$ cat src/core/bvcr_pkg.sv
/*
 Package for the buck voltage configuration register bank: subaddresses,
 field positions, reset values, voltage-code breakpoints and blanking time.
 Assumes a 40 MHz system clock.
*/
package bvcr_pkg;
   localparam int unsigned CLK_HZ = 40000000;
   localparam int unsigned ADDR_W = 8;
   localparam int unsigned DATA_W = 8;
   localparam logic [7:0] SUBADDR_BUCK_TWO   = 8'h17;
   localparam logic [7:0] SUBADDR_BUCK_THREE = 8'h18;
   localparam logic [7:0] SUBADDR_SLEW       = 8'h1A;
   localparam logic [7:0] RESET_BUCK_TWO     = 8'h99;
   localparam logic [7:0] RESET_BUCK_THREE   = 8'h8C;
   localparam logic [5:0] RESET_THREE_CODE   = 6'h0C;
   // Strap capture: age after reset release at which the synchroniser holds the pin
   localparam logic [1:0] STRAP_AGE_CAPTURE  = 2'h2;
   localparam logic [1:0] STRAP_AGE_DONE     = 2'h3;
   localparam int unsigned BIT_SKIP_EN       = 7;
   localparam int unsigned BIT_RESERVED      = 6;
   localparam int unsigned BIT_APPLY         = 7;
   localparam int unsigned BIT_APPLY_MONDIS  = 6;
   // Voltage decode in millivolts
   localparam int unsigned TWO_BASE_MV   = 850;
   localparam int unsigned TWO_FINE_MV   = 10;
   localparam logic [5:0]  TWO_KNEE      = 6'h32;
   localparam int unsigned TWO_COARSE_MV = 25;
   localparam int unsigned THR_BASE_MV   = 900;
   localparam int unsigned THR_FINE_MV   = 25;
   localparam logic [5:0]  THR_KNEE      = 6'h1A;
   localparam int unsigned THR_COARSE_MV = 50;
   localparam logic [5:0]  THR_TOP_CODE  = 6'h23;
   // Supervisor blanking after a write
   localparam int unsigned BLANK_MS     = 5;
   localparam int unsigned BLANK_CYCLES = (CLK_HZ / 1000) * BLANK_MS;
   typedef enum logic [1:0] {
      BVCR_IDLE  = 2'b00,
      BVCR_BLANK = 2'b01
   } bvcr_blank_state_t;
endpackage

$ cat src/core/bvcr_code_to_mv.sv
/*
 Piecewise-linear decode of a 6-bit buck voltage code to millivolts.
 Assumes a code that stays within the documented table.
*/
`timescale 1ns/100ps
`default_nettype none
module bvcr_code_to_mv #(
   parameter int unsigned BASE_MV   = 850,
   parameter int unsigned FINE_MV   = 10,
   parameter logic [5:0]  KNEE      = 6'h32,
   parameter int unsigned COARSE_MV = 25
) (
   // Code in, millivolts out
   input  wire logic [5:0]  code_in,
   output logic      [11:0] mv_out
);
   // Largest result sits at code 3Fh; refuse a table that overflows 12 bits
   if (BASE_MV + FINE_MV * KNEE + COARSE_MV * (63 - KNEE) > 4095) begin : g_range_check
      $error("bvcr_code_to_mv: range exceeds 12 bits");
   end
   // Fine steps up to the knee, coarse steps beyond it
   always_comb begin
      if (code_in <= KNEE) begin
         mv_out = 12'(BASE_MV + FINE_MV * code_in);
      end else begin
         mv_out = 12'(BASE_MV + FINE_MV * KNEE + COARSE_MV * (code_in - KNEE));
      end
   end
endmodule
`default_nettype wire

$ cat src/core/bvcr_regs.sv
/*
 Register bank for the second and third step-down converters: the voltage
 code and pulse-skip enable of each, write blanking of the supervisor, and
 decoded target voltages. Assumes the serial management bus front end gives
 one-cycle write strobes with subaddress and data on clk_sys_in, and that it
 reports a completed password unlock as a one-cycle pulse.
*/
// Contract
// - Second converter code: 0.850 V, 10 mV steps to 32h, then 25 mV to 3Fh.
// - Third converter code resets Ch; 0.900 V, 25 mV to 1Ah, then 50 mV.
// - Third converter register sits at 0x18 and resets to 0x8C.
// - Writes take effect only after an unlock; host unlocks before each write (writes to 0x1A need no unlock).
// - Third converter write blanks over/undervoltage monitoring for 5 ms.
// - Bit 7 is pulse-skip enable, resets 1; 0 forces fixed frequency.
// - Skip mode entered only when enabled and the load allows it.
// - Resistor-select input may change the third converter's reset code.
// - Second converter code applies only on apply strobe at 0x1A.
// - Second converter register sits at 0x17 and resets to 0x99.
`timescale 1ns/100ps
`default_nettype none
module bvcr_regs
   import bvcr_pkg::*;
#(
   parameter int unsigned BLANK_COUNT = BLANK_CYCLES
) (
   // Clock and reset
   input  wire logic        clk_sys_in,
   input  wire logic        sys_rst_in,
   // Register access from the bus front end
   input  wire logic        wr_en_in,
   input  wire logic        rd_en_in,
   input  wire logic [7:0]  addr_in,
   input  wire logic [7:0]  wdata_in,
   input  wire logic        unlock_in,
   output logic      [7:0]  rdata_out,
   // Strap and converter status pins
   input  wire logic [5:0]  resistor_select_input_in,
   input  wire logic        light_load_in,
   // Converter controls
   output logic      [5:0]  buck_two_voltage_code_out,
   output logic      [11:0] buck_two_mv_out,
   output logic             buck_two_skip_out,
   output logic      [5:0]  buck_three_voltage_code_out,
   output logic      [11:0] buck_three_mv_out,
   output logic             buck_three_skip_out,
   output logic             monitor_blank_out
);
   // Counter is 24 bits wide, and a zero count would wrap to the longest blanking
   if (BLANK_COUNT < 1 || BLANK_COUNT > 32'h00FFFFFF) begin : g_blank_check
      $error("bvcr_regs: BLANK_COUNT out of range");
   end

   logic [7:0]  two_q, two_d, thr_q, thr_d, rdata_q, rdata_d;
   logic [5:0]  two_app_q, two_app_d;
   logic        unlocked_q, unlocked_d;
   logic [1:0]  strap_age_q, strap_age_d;
   logic        two_skip_q, two_skip_d, thr_skip_q, thr_skip_d;
   logic        ll_m_q, ll_q, blank_out_q;
   logic [5:0]  resistor_select_input_m_q, resistor_select_input_q;
   logic [23:0] cnt_q, cnt_d;
   bvcr_blank_state_t st_q, st_d;
   logic [11:0] two_mv_w, thr_mv_w, two_mv_q, thr_mv_q;
   logic        wr_ok, wr_two, wr_thr, wr_slew;

   // Two-flop synchronisers for the pins
   always_ff @(posedge clk_sys_in or posedge sys_rst_in) begin
      if (sys_rst_in) begin
         resistor_select_input_m_q <= 6'h00;
         resistor_select_input_q   <= 6'h00;
         ll_m_q   <= 1'b0;
         ll_q     <= 1'b0;
      end else begin
         resistor_select_input_m_q <= resistor_select_input_in;
         resistor_select_input_q   <= resistor_select_input_m_q;
         ll_m_q   <= light_load_in;
         ll_q     <= ll_m_q;
      end
   end

   // Unlock is single use: consumed by the next write attempt at 0x17 or 0x18
   assign wr_ok   = wr_en_in && unlocked_q;
   assign wr_two  = wr_ok && addr_in == SUBADDR_BUCK_TWO;
   assign wr_thr  = wr_ok && addr_in == SUBADDR_BUCK_THREE;
   assign wr_slew = wr_en_in && addr_in == SUBADDR_SLEW;

   // Register next state
   always_comb begin
      two_d        = two_q;
      thr_d        = thr_q;
      two_app_d    = two_app_q;
      unlocked_d   = unlocked_q;
      strap_age_d  = strap_age_q;
      if (strap_age_q != STRAP_AGE_DONE) begin
         strap_age_d = strap_age_q + 2'h1;
      end
      if (unlock_in) begin
         unlocked_d = 1'b1;
      end else if (wr_en_in && (addr_in == SUBADDR_BUCK_TWO || addr_in == SUBADDR_BUCK_THREE)) begin
         unlocked_d = 1'b0;
      end
      // Strap taken once, on the third edge after release, when the second
      // synchroniser flop holds the pin; later pin changes are ignored
      if (strap_age_q == STRAP_AGE_CAPTURE && resistor_select_input_q != 6'h00) begin
         thr_d[5:0] = resistor_select_input_q;
      end
      if (wr_two) begin
         two_d = {wdata_in[BIT_SKIP_EN], 1'b0, wdata_in[5:0]};
      end
      if (wr_thr) begin
         thr_d = {wdata_in[BIT_SKIP_EN], 1'b0, wdata_in[5:0]};
      end
      // New code reaches the converter only on an apply strobe
      if (wr_slew && (wdata_in[BIT_APPLY] || wdata_in[BIT_APPLY_MONDIS])) begin
         two_app_d = two_q[5:0];
      end
      rdata_d = rdata_q;
      if (rd_en_in) begin
         case (addr_in)
            SUBADDR_BUCK_TWO:   rdata_d = two_q;
            SUBADDR_BUCK_THREE: rdata_d = thr_q;
            default:            rdata_d = 8'h00;
         endcase
      end
      // Skip mode only if allowed and the load is light
      two_skip_d = two_q[BIT_SKIP_EN] && ll_q;
      thr_skip_d = thr_q[BIT_SKIP_EN] && ll_q;
   end

   always_ff @(posedge clk_sys_in or posedge sys_rst_in) begin
      if (sys_rst_in) begin
         two_q        <= RESET_BUCK_TWO;
         thr_q        <= RESET_BUCK_THREE;
         two_app_q    <= RESET_BUCK_TWO[5:0];
         unlocked_q   <= 1'b0;
         strap_age_q  <= 2'h0;
         rdata_q      <= 8'h00;
         two_skip_q   <= 1'b0;
         thr_skip_q   <= 1'b0;
      end else begin
         two_q        <= two_d;
         thr_q        <= thr_d;
         two_app_q    <= two_app_d;
         unlocked_q   <= unlocked_d;
         strap_age_q  <= strap_age_d;
         rdata_q      <= rdata_d;
         two_skip_q   <= two_skip_d;
         thr_skip_q   <= thr_skip_d;
      end
   end

   // Blanking timer, restarted by every accepted third-converter write
   always_comb begin
      st_d = st_q;
      cnt_d = cnt_q;
      case (st_q)
         BVCR_IDLE: begin
            if (wr_thr) begin
               st_d  = BVCR_BLANK;
               cnt_d = 24'(BLANK_COUNT - 1);
            end
         end
         BVCR_BLANK: begin
            if (wr_thr) begin
               cnt_d = 24'(BLANK_COUNT - 1);
            end else if (cnt_q == 24'h000000) begin
               st_d = BVCR_IDLE;
            end else begin
               cnt_d = cnt_q - 24'h000001;
            end
         end
         default: begin
            st_d  = BVCR_IDLE;
            cnt_d = 24'h000000;
         end
      endcase
   end

   always_ff @(posedge clk_sys_in or posedge sys_rst_in) begin
      if (sys_rst_in) begin
         st_q        <= BVCR_IDLE;
         cnt_q       <= 24'h000000;
         blank_out_q <= 1'b0;
      end else begin
         st_q        <= st_d;
         cnt_q       <= cnt_d;
         blank_out_q <= st_d == BVCR_BLANK;
      end
   end

   // Voltage decoders
   bvcr_code_to_mv #(.BASE_MV(TWO_BASE_MV), .FINE_MV(TWO_FINE_MV), .KNEE(TWO_KNEE),
                     .COARSE_MV(TWO_COARSE_MV)) u_two_mv (
      .code_in (two_app_q),
      .mv_out  (two_mv_w)
   );
   bvcr_code_to_mv #(.BASE_MV(THR_BASE_MV), .FINE_MV(THR_FINE_MV), .KNEE(THR_KNEE),
                     .COARSE_MV(THR_COARSE_MV)) u_thr_mv (
      .code_in (thr_q[5:0]),
      .mv_out  (thr_mv_w)
   );

   always_ff @(posedge clk_sys_in or posedge sys_rst_in) begin
      if (sys_rst_in) begin
         two_mv_q <= 12'h000;
         thr_mv_q <= 12'h000;
      end else begin
         two_mv_q <= two_mv_w;
         thr_mv_q <= thr_mv_w;
      end
   end

   assign rdata_out                   = rdata_q;
   assign buck_two_voltage_code_out   = two_app_q;
   assign buck_two_mv_out             = two_mv_q;
   assign buck_two_skip_out           = two_skip_q;
   assign buck_three_voltage_code_out = thr_q[5:0];
   assign buck_three_mv_out           = thr_mv_q;
   assign buck_three_skip_out         = thr_skip_q;
   assign monitor_blank_out           = blank_out_q;

   // Checks
   property p_locked_write_ignored;
      @(posedge clk_sys_in) disable iff (sys_rst_in)
      (wr_en_in && !unlocked_q && !unlock_in && addr_in == SUBADDR_BUCK_THREE) |=> $stable(thr_q);
   endproperty
   a_locked_write_ignored: assert property (p_locked_write_ignored) else $error("locked write changed register");
   property p_blank_starts;
      @(posedge clk_sys_in) disable iff (sys_rst_in) wr_thr |=> monitor_blank_out;
   endproperty
   a_blank_starts: assert property (p_blank_starts) else $error("blanking did not start");
   property p_reserved_zero;
      @(posedge clk_sys_in) disable iff (sys_rst_in) !thr_q[BIT_RESERVED] && !two_q[BIT_RESERVED];
   endproperty
   a_reserved_zero: assert property (p_reserved_zero) else $error("reserved bit set");
   property p_skip_needs_enable;
      @(posedge clk_sys_in) disable iff (sys_rst_in) !thr_q[BIT_SKIP_EN] |=> !buck_three_skip_out;
   endproperty
   a_skip_needs_enable: assert property (p_skip_needs_enable) else $error("skip without enable");
   property p_skip_needs_load;
      @(posedge clk_sys_in) disable iff (sys_rst_in) !ll_q |=> !buck_two_skip_out && !buck_three_skip_out;
   endproperty
   a_skip_needs_load: assert property (p_skip_needs_load) else $error("skip at heavy load");
   property p_apply_only_on_strobe;
      @(posedge clk_sys_in) disable iff (sys_rst_in)
      !(wr_slew && (wdata_in[BIT_APPLY] || wdata_in[BIT_APPLY_MONDIS])) |=> $stable(two_app_q);
   endproperty
   a_apply_only_on_strobe: assert property (p_apply_only_on_strobe) else $error("code applied without strobe");
   property p_write_stores;
      @(posedge clk_sys_in) disable iff (sys_rst_in) wr_two |=> two_q[5:0] == $past(wdata_in[5:0]);
   endproperty
   a_write_stores: assert property (p_write_stores) else $error("write not stored");
   property p_readback;
      @(posedge clk_sys_in) disable iff (sys_rst_in)
      (rd_en_in && addr_in == SUBADDR_BUCK_THREE && !wr_thr) |=> rdata_out == thr_q;
   endproperty
   a_readback: assert property (p_readback) else $error("readback mismatch");
   property p_mv_top;
      @(posedge clk_sys_in) disable iff (sys_rst_in)
      thr_q[5:0] == THR_TOP_CODE |=> buck_three_mv_out == 12'h7D0;
   endproperty
   a_mv_top: assert property (p_mv_top) else $error("third converter decode wrong");
   property p_mv_two_top;
      @(posedge clk_sys_in) disable iff (sys_rst_in) two_app_q == 6'h3F |=> buck_two_mv_out == 12'h68B;
   endproperty
   a_mv_two_top: assert property (p_mv_two_top) else $error("second converter decode wrong");
   c_write_three: cover property (@(posedge clk_sys_in) wr_thr);
   c_blank_end: cover property (@(posedge clk_sys_in) $fell(monitor_blank_out));
   c_apply: cover property (@(posedge clk_sys_in) wr_slew && wdata_in[BIT_APPLY]);
endmodule
`default_nettype wire

$ cat config.mk
export PLATFORM = sky130hd
export DESIGN_NAME = bvcr_regs
export DESIGN_NICKNAME = d
export VERILOG_FILES = /design/src/core/bvcr_pkg.sv /design/src/core/bvcr_code_to_mv.sv /design/src/core/bvcr_regs.sv
export SDC_FILE = /design/constraint.sdc
export NUM_CORES = 1
export LEC_CHECK = 0
export BUFFER_PORTS_ARGS = -buffer_cell sky130_fd_sc_hd__buf_2
export CAP_MARGIN = 20
export CORE_ASPECT_RATIO = 1.1
export CORE_MARGIN = 3
export CORE_UTILIZATION = 24
export DETAILED_ROUTE_END_ITERATION = 6
export PLACE_DENSITY = 0.51
export SLEW_MARGIN = 20
export SYNTH_ARGS = -nofsm -noshare
export SYNTH_HDL_FRONTEND = slang
export SYNTH_SLANG_ARGS = --single-unit
$ cat constraint.sdc
create_clock -name clk_sys_in -period 8.4 [get_ports clk_sys_in]
set_input_delay 0.42 -clock clk_sys_in [delete_from_list [all_inputs] [get_ports clk_sys_in]]
set_output_delay 0.42 -clock clk_sys_in [all_outputs]
set_load 0.05 [all_outputs]
### Yosys cells after proc, flatten, opt, wreduce, memory -nomap -nowiden

Index checks and enable logic that the tools add are counted.

| cells by class | value |
|---|---|
| $mul | 4 |
| order comparisons | 2 |
| eq/ne operators | 9 |
| multiplexer cells | 15 |
| reductions and logical operators | 17 |
| $add $sub $neg | 8 |

Operators by type and width:

| cell | number |
|---|---|
| $mux W24 | 3 |
| $pmux W24 S2 | 1 |
| $mul A5 B32 Y11 const A | 1 |
| $mul A5 B32 Y12 const A | 1 |
| $add A11 B12 Y12 const A | 2 |
| $eq A8 B5 Y1 const B | 3 |
| $logic_not A24 Y1 | 1 |
| $mux W12 | 2 |
| $sub A24 B1 Y24 const B | 1 |
| $pmux W8 S2 | 1 |
| $add A10 B11 Y12 const A | 1 |
| $mux W6 | 2 |
| $add A10 B10 Y11 const A | 1 |
| $mul A5 B6 Y11 const A | 1 |
| $logic_and A1 B1 Y1 | 9 |
| $mul A3 B6 Y9 const A | 1 |
| $sub A6 B5 Y7 const B | 1 |
| $sub A6 B6 Y7 const B | 1 |
| $le A6 B5 Y1 const B | 1 |
| $le A6 B6 Y1 const B | 1 |
| $mux W2 | 3 |
| $reduce_bool A6 Y1 | 1 |
| $eq A2 B1 Y1 const B | 2 |
| $ne A2 B2 Y1 const B | 2 |
| 9 further kinds | 12 |

| storage, ports and cells | value |
|---|---|
| input bits | 28 |
| register bits after elaboration | 98 |
| word-level logic and storage cells | 73 |
| output and inout port bits | 47 |

### Logic depth before layout (Yosys ltp)

| depth | value |
|---|---|
| depth after elaboration | 5 |
| mapped depth | 16 |

### Cells and area by module

Synthesis repeated with hierarchy kept, for this count alone.

| second synthesis, totals | value |
|---|---|
| cells, all modules | 644 |
| area total of the unflattened synthesis | 6,725.2 um2 |

Modules (own cells, without submodules):

| module | times used | cells each | area each (um2) |
|---|---|---|---|
| bvcr_regs | 1 | 300 | 3,881.2 |
| bvcr_code_to_mv at u_thr_mv | 1 | 189 | 1,596.5 |
| bvcr_code_to_mv at u_two_mv | 1 | 155 | 1,247.4 |

### Least setup slack after synthesis

OpenSTA, ideal clock, no wires.

| path | value |
|---|---|
| kind | reg2reg |
| start point | reg thr_q[2] |
| end point | reg thr_mv_q[11] (netlist: buck_three_mv_out[11]) |
| arrival | 4.102 ns |
| buffers on the path | 0 |
| required time | 8.264 ns |
| path slack | 4.162 ns |
| cell stages (with the launch flop) | 15 |
| setup time | 0.136 ns |
| cell sequence | dfstp_2 -> inv_1 -> ha_1 -> a21o_1 -> a21oi_1 -> inv_1 -> fa_1 -> fa_1 -> inv_1 -> ha_1 -> or4b_2 -> o2111ai_1 -> a311oi_1 -> xnor2_1 -> mux2i_1 |

| between the ends | value |
|---|---|
| longest elaborated chain between the ends | 4 |

Ends and longest elaborated chain:

| item | line | source |
|---|---|---|
| start, declared | bvcr_regs.sv:53 | `logic [7:0] two_q, two_d, thr_q, thr_d, rdata_q, rdata_d;` |
| start signal, assigned | bvcr_regs.sv:141 | `thr_q <= thr_d;` |
| $sub A6 B5 Y7 | bvcr_code_to_mv.sv:26 | `mv_out = 12'(BASE_MV + FINE_MV * KNEE + COARSE_MV * (code_in - KNEE));` |
| $mul A5 B32 Y11 | bvcr_code_to_mv.sv:26 |  |
| $add A11 B12 Y12 | bvcr_code_to_mv.sv:26 |  |
| $mux W12 (*) | bvcr_code_to_mv.sv:23 | `if (code_in <= KNEE) begin` |
| via thr_mv_w[11] | bvcr_regs.sv:62 | `logic [11:0] two_mv_w, thr_mv_w, two_mv_q, thr_mv_q;` |
| end signal, assigned | bvcr_regs.sv:208 | `thr_mv_q <= thr_mv_w;` |
| end, declared | bvcr_regs.sv:62 |  |

The timed path passes the listed nets; every way through them passes the cells marked *.
A chain may end at the register's enable or synchronous reset.

### Worst setup path in the final report

Same ends and word-level chain as after synthesis.

==> key figures <==
Global routing
  • Gr ovfl total: 0
  • Largest net degree at the start of global routing: 59
  • Total track usage: 0.104
  • Global-route wire length before repair: between 20 and 25 mm
  • Vias in the first global route: between 4000 and 5000
  • Initial antenna violation count: 0

Final layout
  • Antenna Cells: 0
  • Most frequent cells in the layout: ha_1 (89), dfrtp_1 (87), buf_2 (73), nor2_1 (58), inv_1 (57)
  • Share of layout cells above drive strength 1: 0.175
  • Syn-to-layout area delta: 16.4%
  • FILL cells: roughly 2800
  • Most common cell after layout, fill and taps aside: ha_1
  • Final core utilization: 0.286
  • Fin nets: 840

Synth
  • Register area share after synthesis: 0.377
  • Cell Area, Synth: around 6500 um2
  • Ys flop type: dfrtp_1
  • Flops & latches, synth: just under 100
  • Top-area cell type share of the netlist area: 0.336
  • Synth Instances: 640
  • EDFF count, synth: 0
  • Largest area contributor in the netlist: dfrtp_1
  • Average size of a mapped cell: 10.1 um2
  • Post-synth ARST share: 1.00
  • Yosys warns: 0
  • Yosys cell types: 56
  • Synth area leaders: dfrtp_1 (34%), ha_1 (17%), xnor2_1 (5.4%), fa_1 (4.6%), dfstp_2 (4.1%)

Setup path
  • CP Launch Type: flop
  • CP most frequent cell: inv_1
  • CP max stage delay: between 0.6 and 0.7 ns
  • WP data required: 8.63 ns
  • Worst path cell trace: inv_1 -> ha_1 -> a21o_1 -> a21oi_1 -> inv_1 -> fa_1 -> fa_1 -> inv_1 -> ha_1 -> or4b_2 -> o2111ai_1 -> a311oi_1 -> xnor2_1 -> mux2i_1
  • Worst Setup End Kind: flop
  • Buf+Inv Stages, Crit Path: 3
  • Setup Crit Path Kind: reg2reg
  • Cell family with most CP delay: adder cells
  • Crit path arrival time: between 4 and 5 ns
  • CP max FO: 8
  • Slowest CP cell: or4b_2

CTS
  • Post-CTS Setup Bufs: 0
  • CTS max path bufs: 2
  • Num CTS Buffers: 9
  • CTS Hold Bufs: 0
  • Clock Tree Root: clkbuf_16
  • CTS H-tree lvls: 3
  • Post-CTS resize count: 0
  • TritonCTS sink count: slightly below 100
  • CTS tree: yes
  • CTS clk-pin slew, worst paths: ~0.07 ns
  • Clk_lat worst skew: around 0.35 ns

Detailed routing
  • Routed wire per std cell: approximately 14 um
  • TritonRoute pass-1 iters: 4
  • DRC marker count from the first detailed-route iteration: around 190
  • Routed Antenna Nets: 0
  • Drt total wl: around 15 mm
  • Vias per std cell: roughly 4.2
  • Drc violations: 0
  • Vias: 4500

Pwr
  • Cell Pwr Density: 249 nW/um2
  • LEAKAGE: 3.60 nW
  • Max IR drop VDD: 101 uV
  • Power Total: 1.87 mW

Die
  • Initial core utilization: 0.246
  • Placeable Area: roughly 26000 um2
  • Die area: 29000 um2
  • Die H: roughly 180 um
  • Die Wd: 163 um
  • Floorplan row count: between 60 and 70
  • # IOs: 75

Timing
  • Worst Skew: 0.00864 ns
  • Max Slew Vio Count: 0
  • Worst-Margin Slew: 0.797 ns
  • Period utilization: 0.539
  • Hold Violations, Final: 0
  • Max_slew headroom: 0.463
  • Setup TNS: 0 ns
  • RSZ-0062 raised after global routing: no
  • Min cycle time layout: ~4.5 ns
  • Final setup violation count: 0
  • Max Clk Rate: approximately 220 MHz

Min path
  • Worst min path class: in2async

Flow run
  • MaxCap Viol Count: 0

Outcome
  • Status: finished, final reports clean

Place
  • # port buffers: 73
  • Routability cong.: between 0.7 and 0.8
  • Detailed Place HPWL: around 11 mm
==> metrics by stage <==
step	hold slack [ns]	instance area (um2)	worst slack [ns]	instances
floorplan	0.331	6470	4.16	641
global placement	0.336	7200	3.95	1049
detailed placement	0.335	7200	3.84	1049
CTS	0.118	7530	3.83	1065
global route	0.150	7530	3.61	1065
finish	0.105	7530	3.88	1065
==> cells in the mapped netlist (4+ instances only) <==
master	instances
mux2i_1	5
buf_4	7
a21o_1	10
mux2_2	11
nand3_1	6
xor2_1	28
xnor2_1	40
dfrtp_1	87
dfstp_2	10
a22oi_1	8
ha_1	89
nor4_1	5
fa_1	15
inv_1	58
a31oi_1	11
or4_1	4
clkbuf_1	10
nand2_1	42
or3_1	4
o21ai_0	29
nor2_1	58
nor3_1	7
a21oi_1	39
and2_1	7
==> cells by family after synthesis <==
kind of cell             synth area share
adder cells (fa/ha/maj)             0.218
AO/OA/AOI/OAI                       0.114
XOR/XNOR                           0.0920
multiplexers                       0.0269
flip-flops                          0.377
buffers and inverters              0.0491
other                            0.000579
AND/OR/NAND/NOR                     0.122
==> final cells by class <==
class	instances	area, um2	area share
Clock buffer	10	239	0.0317
Sequential cell	97	2440	0.324
Timing Repair Buffer	75	380	0.0505
Tap cell	352	440	0.0585
Clock inverter	6	96.3	0.0128
Inverter	58	220	0.0292
Multi-Input combinational cell	467	3720	0.493
==> final timing paths <==
path	slack [ns]	endpoint	depth (start not counted)	from
worst min-delay path	0.10	resistor_select_input_m_q[5]$_DFF_PP0_	2	sys_rst_in
min in group clk_sys_in	0.17	resistor_select_input_m_q[2]$_DFF_PP0_	1	resistor_select_input_in[2]
max in group asynchronous	7.17	buck_two_mv_out[10]$_DFF_PP0_	3	sys_rst_in
worst max-delay path	3.88	buck_three_mv_out[11]$_DFF_PP0_	14	thr_q[2]$_DFFE_PP1P_
worst max register to register	3.88	buck_three_mv_out[11]$_DFF_PP0_	14	thr_q[2]$_DFFE_PP1P_
worst min register to register	0.35	resistor_select_input_q[5]$_DFF_PP0_	0	resistor_select_input_m_q[5]$_DFF_PP0_
==> registers in the layout (all words and copies together), names as in the netlist <==
signal,cells
buck_three_mv_out,12
buck_three_skip_out,1
buck_two_mv_out,12
buck_two_skip_out,1
buck_two_voltage_code_out,6
cnt_q,24
ll_m_q,1
ll_q,1
monitor_blank_out,1
rdata_out,7
resistor_select_input_m_q,6
resistor_select_input_q,6
st_q,2
strap_age_q,2
thr_q,7
two_q,7
unlocked_q,1
==> where the power goes <==
part	leakage [nW]	switching, mW	internal [mW]
clock network	0.162	0.197	0.274
registers	1.19	0.0268	0.518
logic	2.25	0.530	0.328
total	3.60	0.753	1.12
==> layer usage <==
layer	GRT usage	up-vias	routed length, um	part of all wire
met5	0	-	0	0
met4	0.0321	0	178	0.012
met3	0.0216	11	509	0.035
met2	0.162	63	6370	0.44
met1	0.146	2115	7520	0.52
li1	-	2311	-	-
Note: power is estimated with default switching activity, not from simulation.
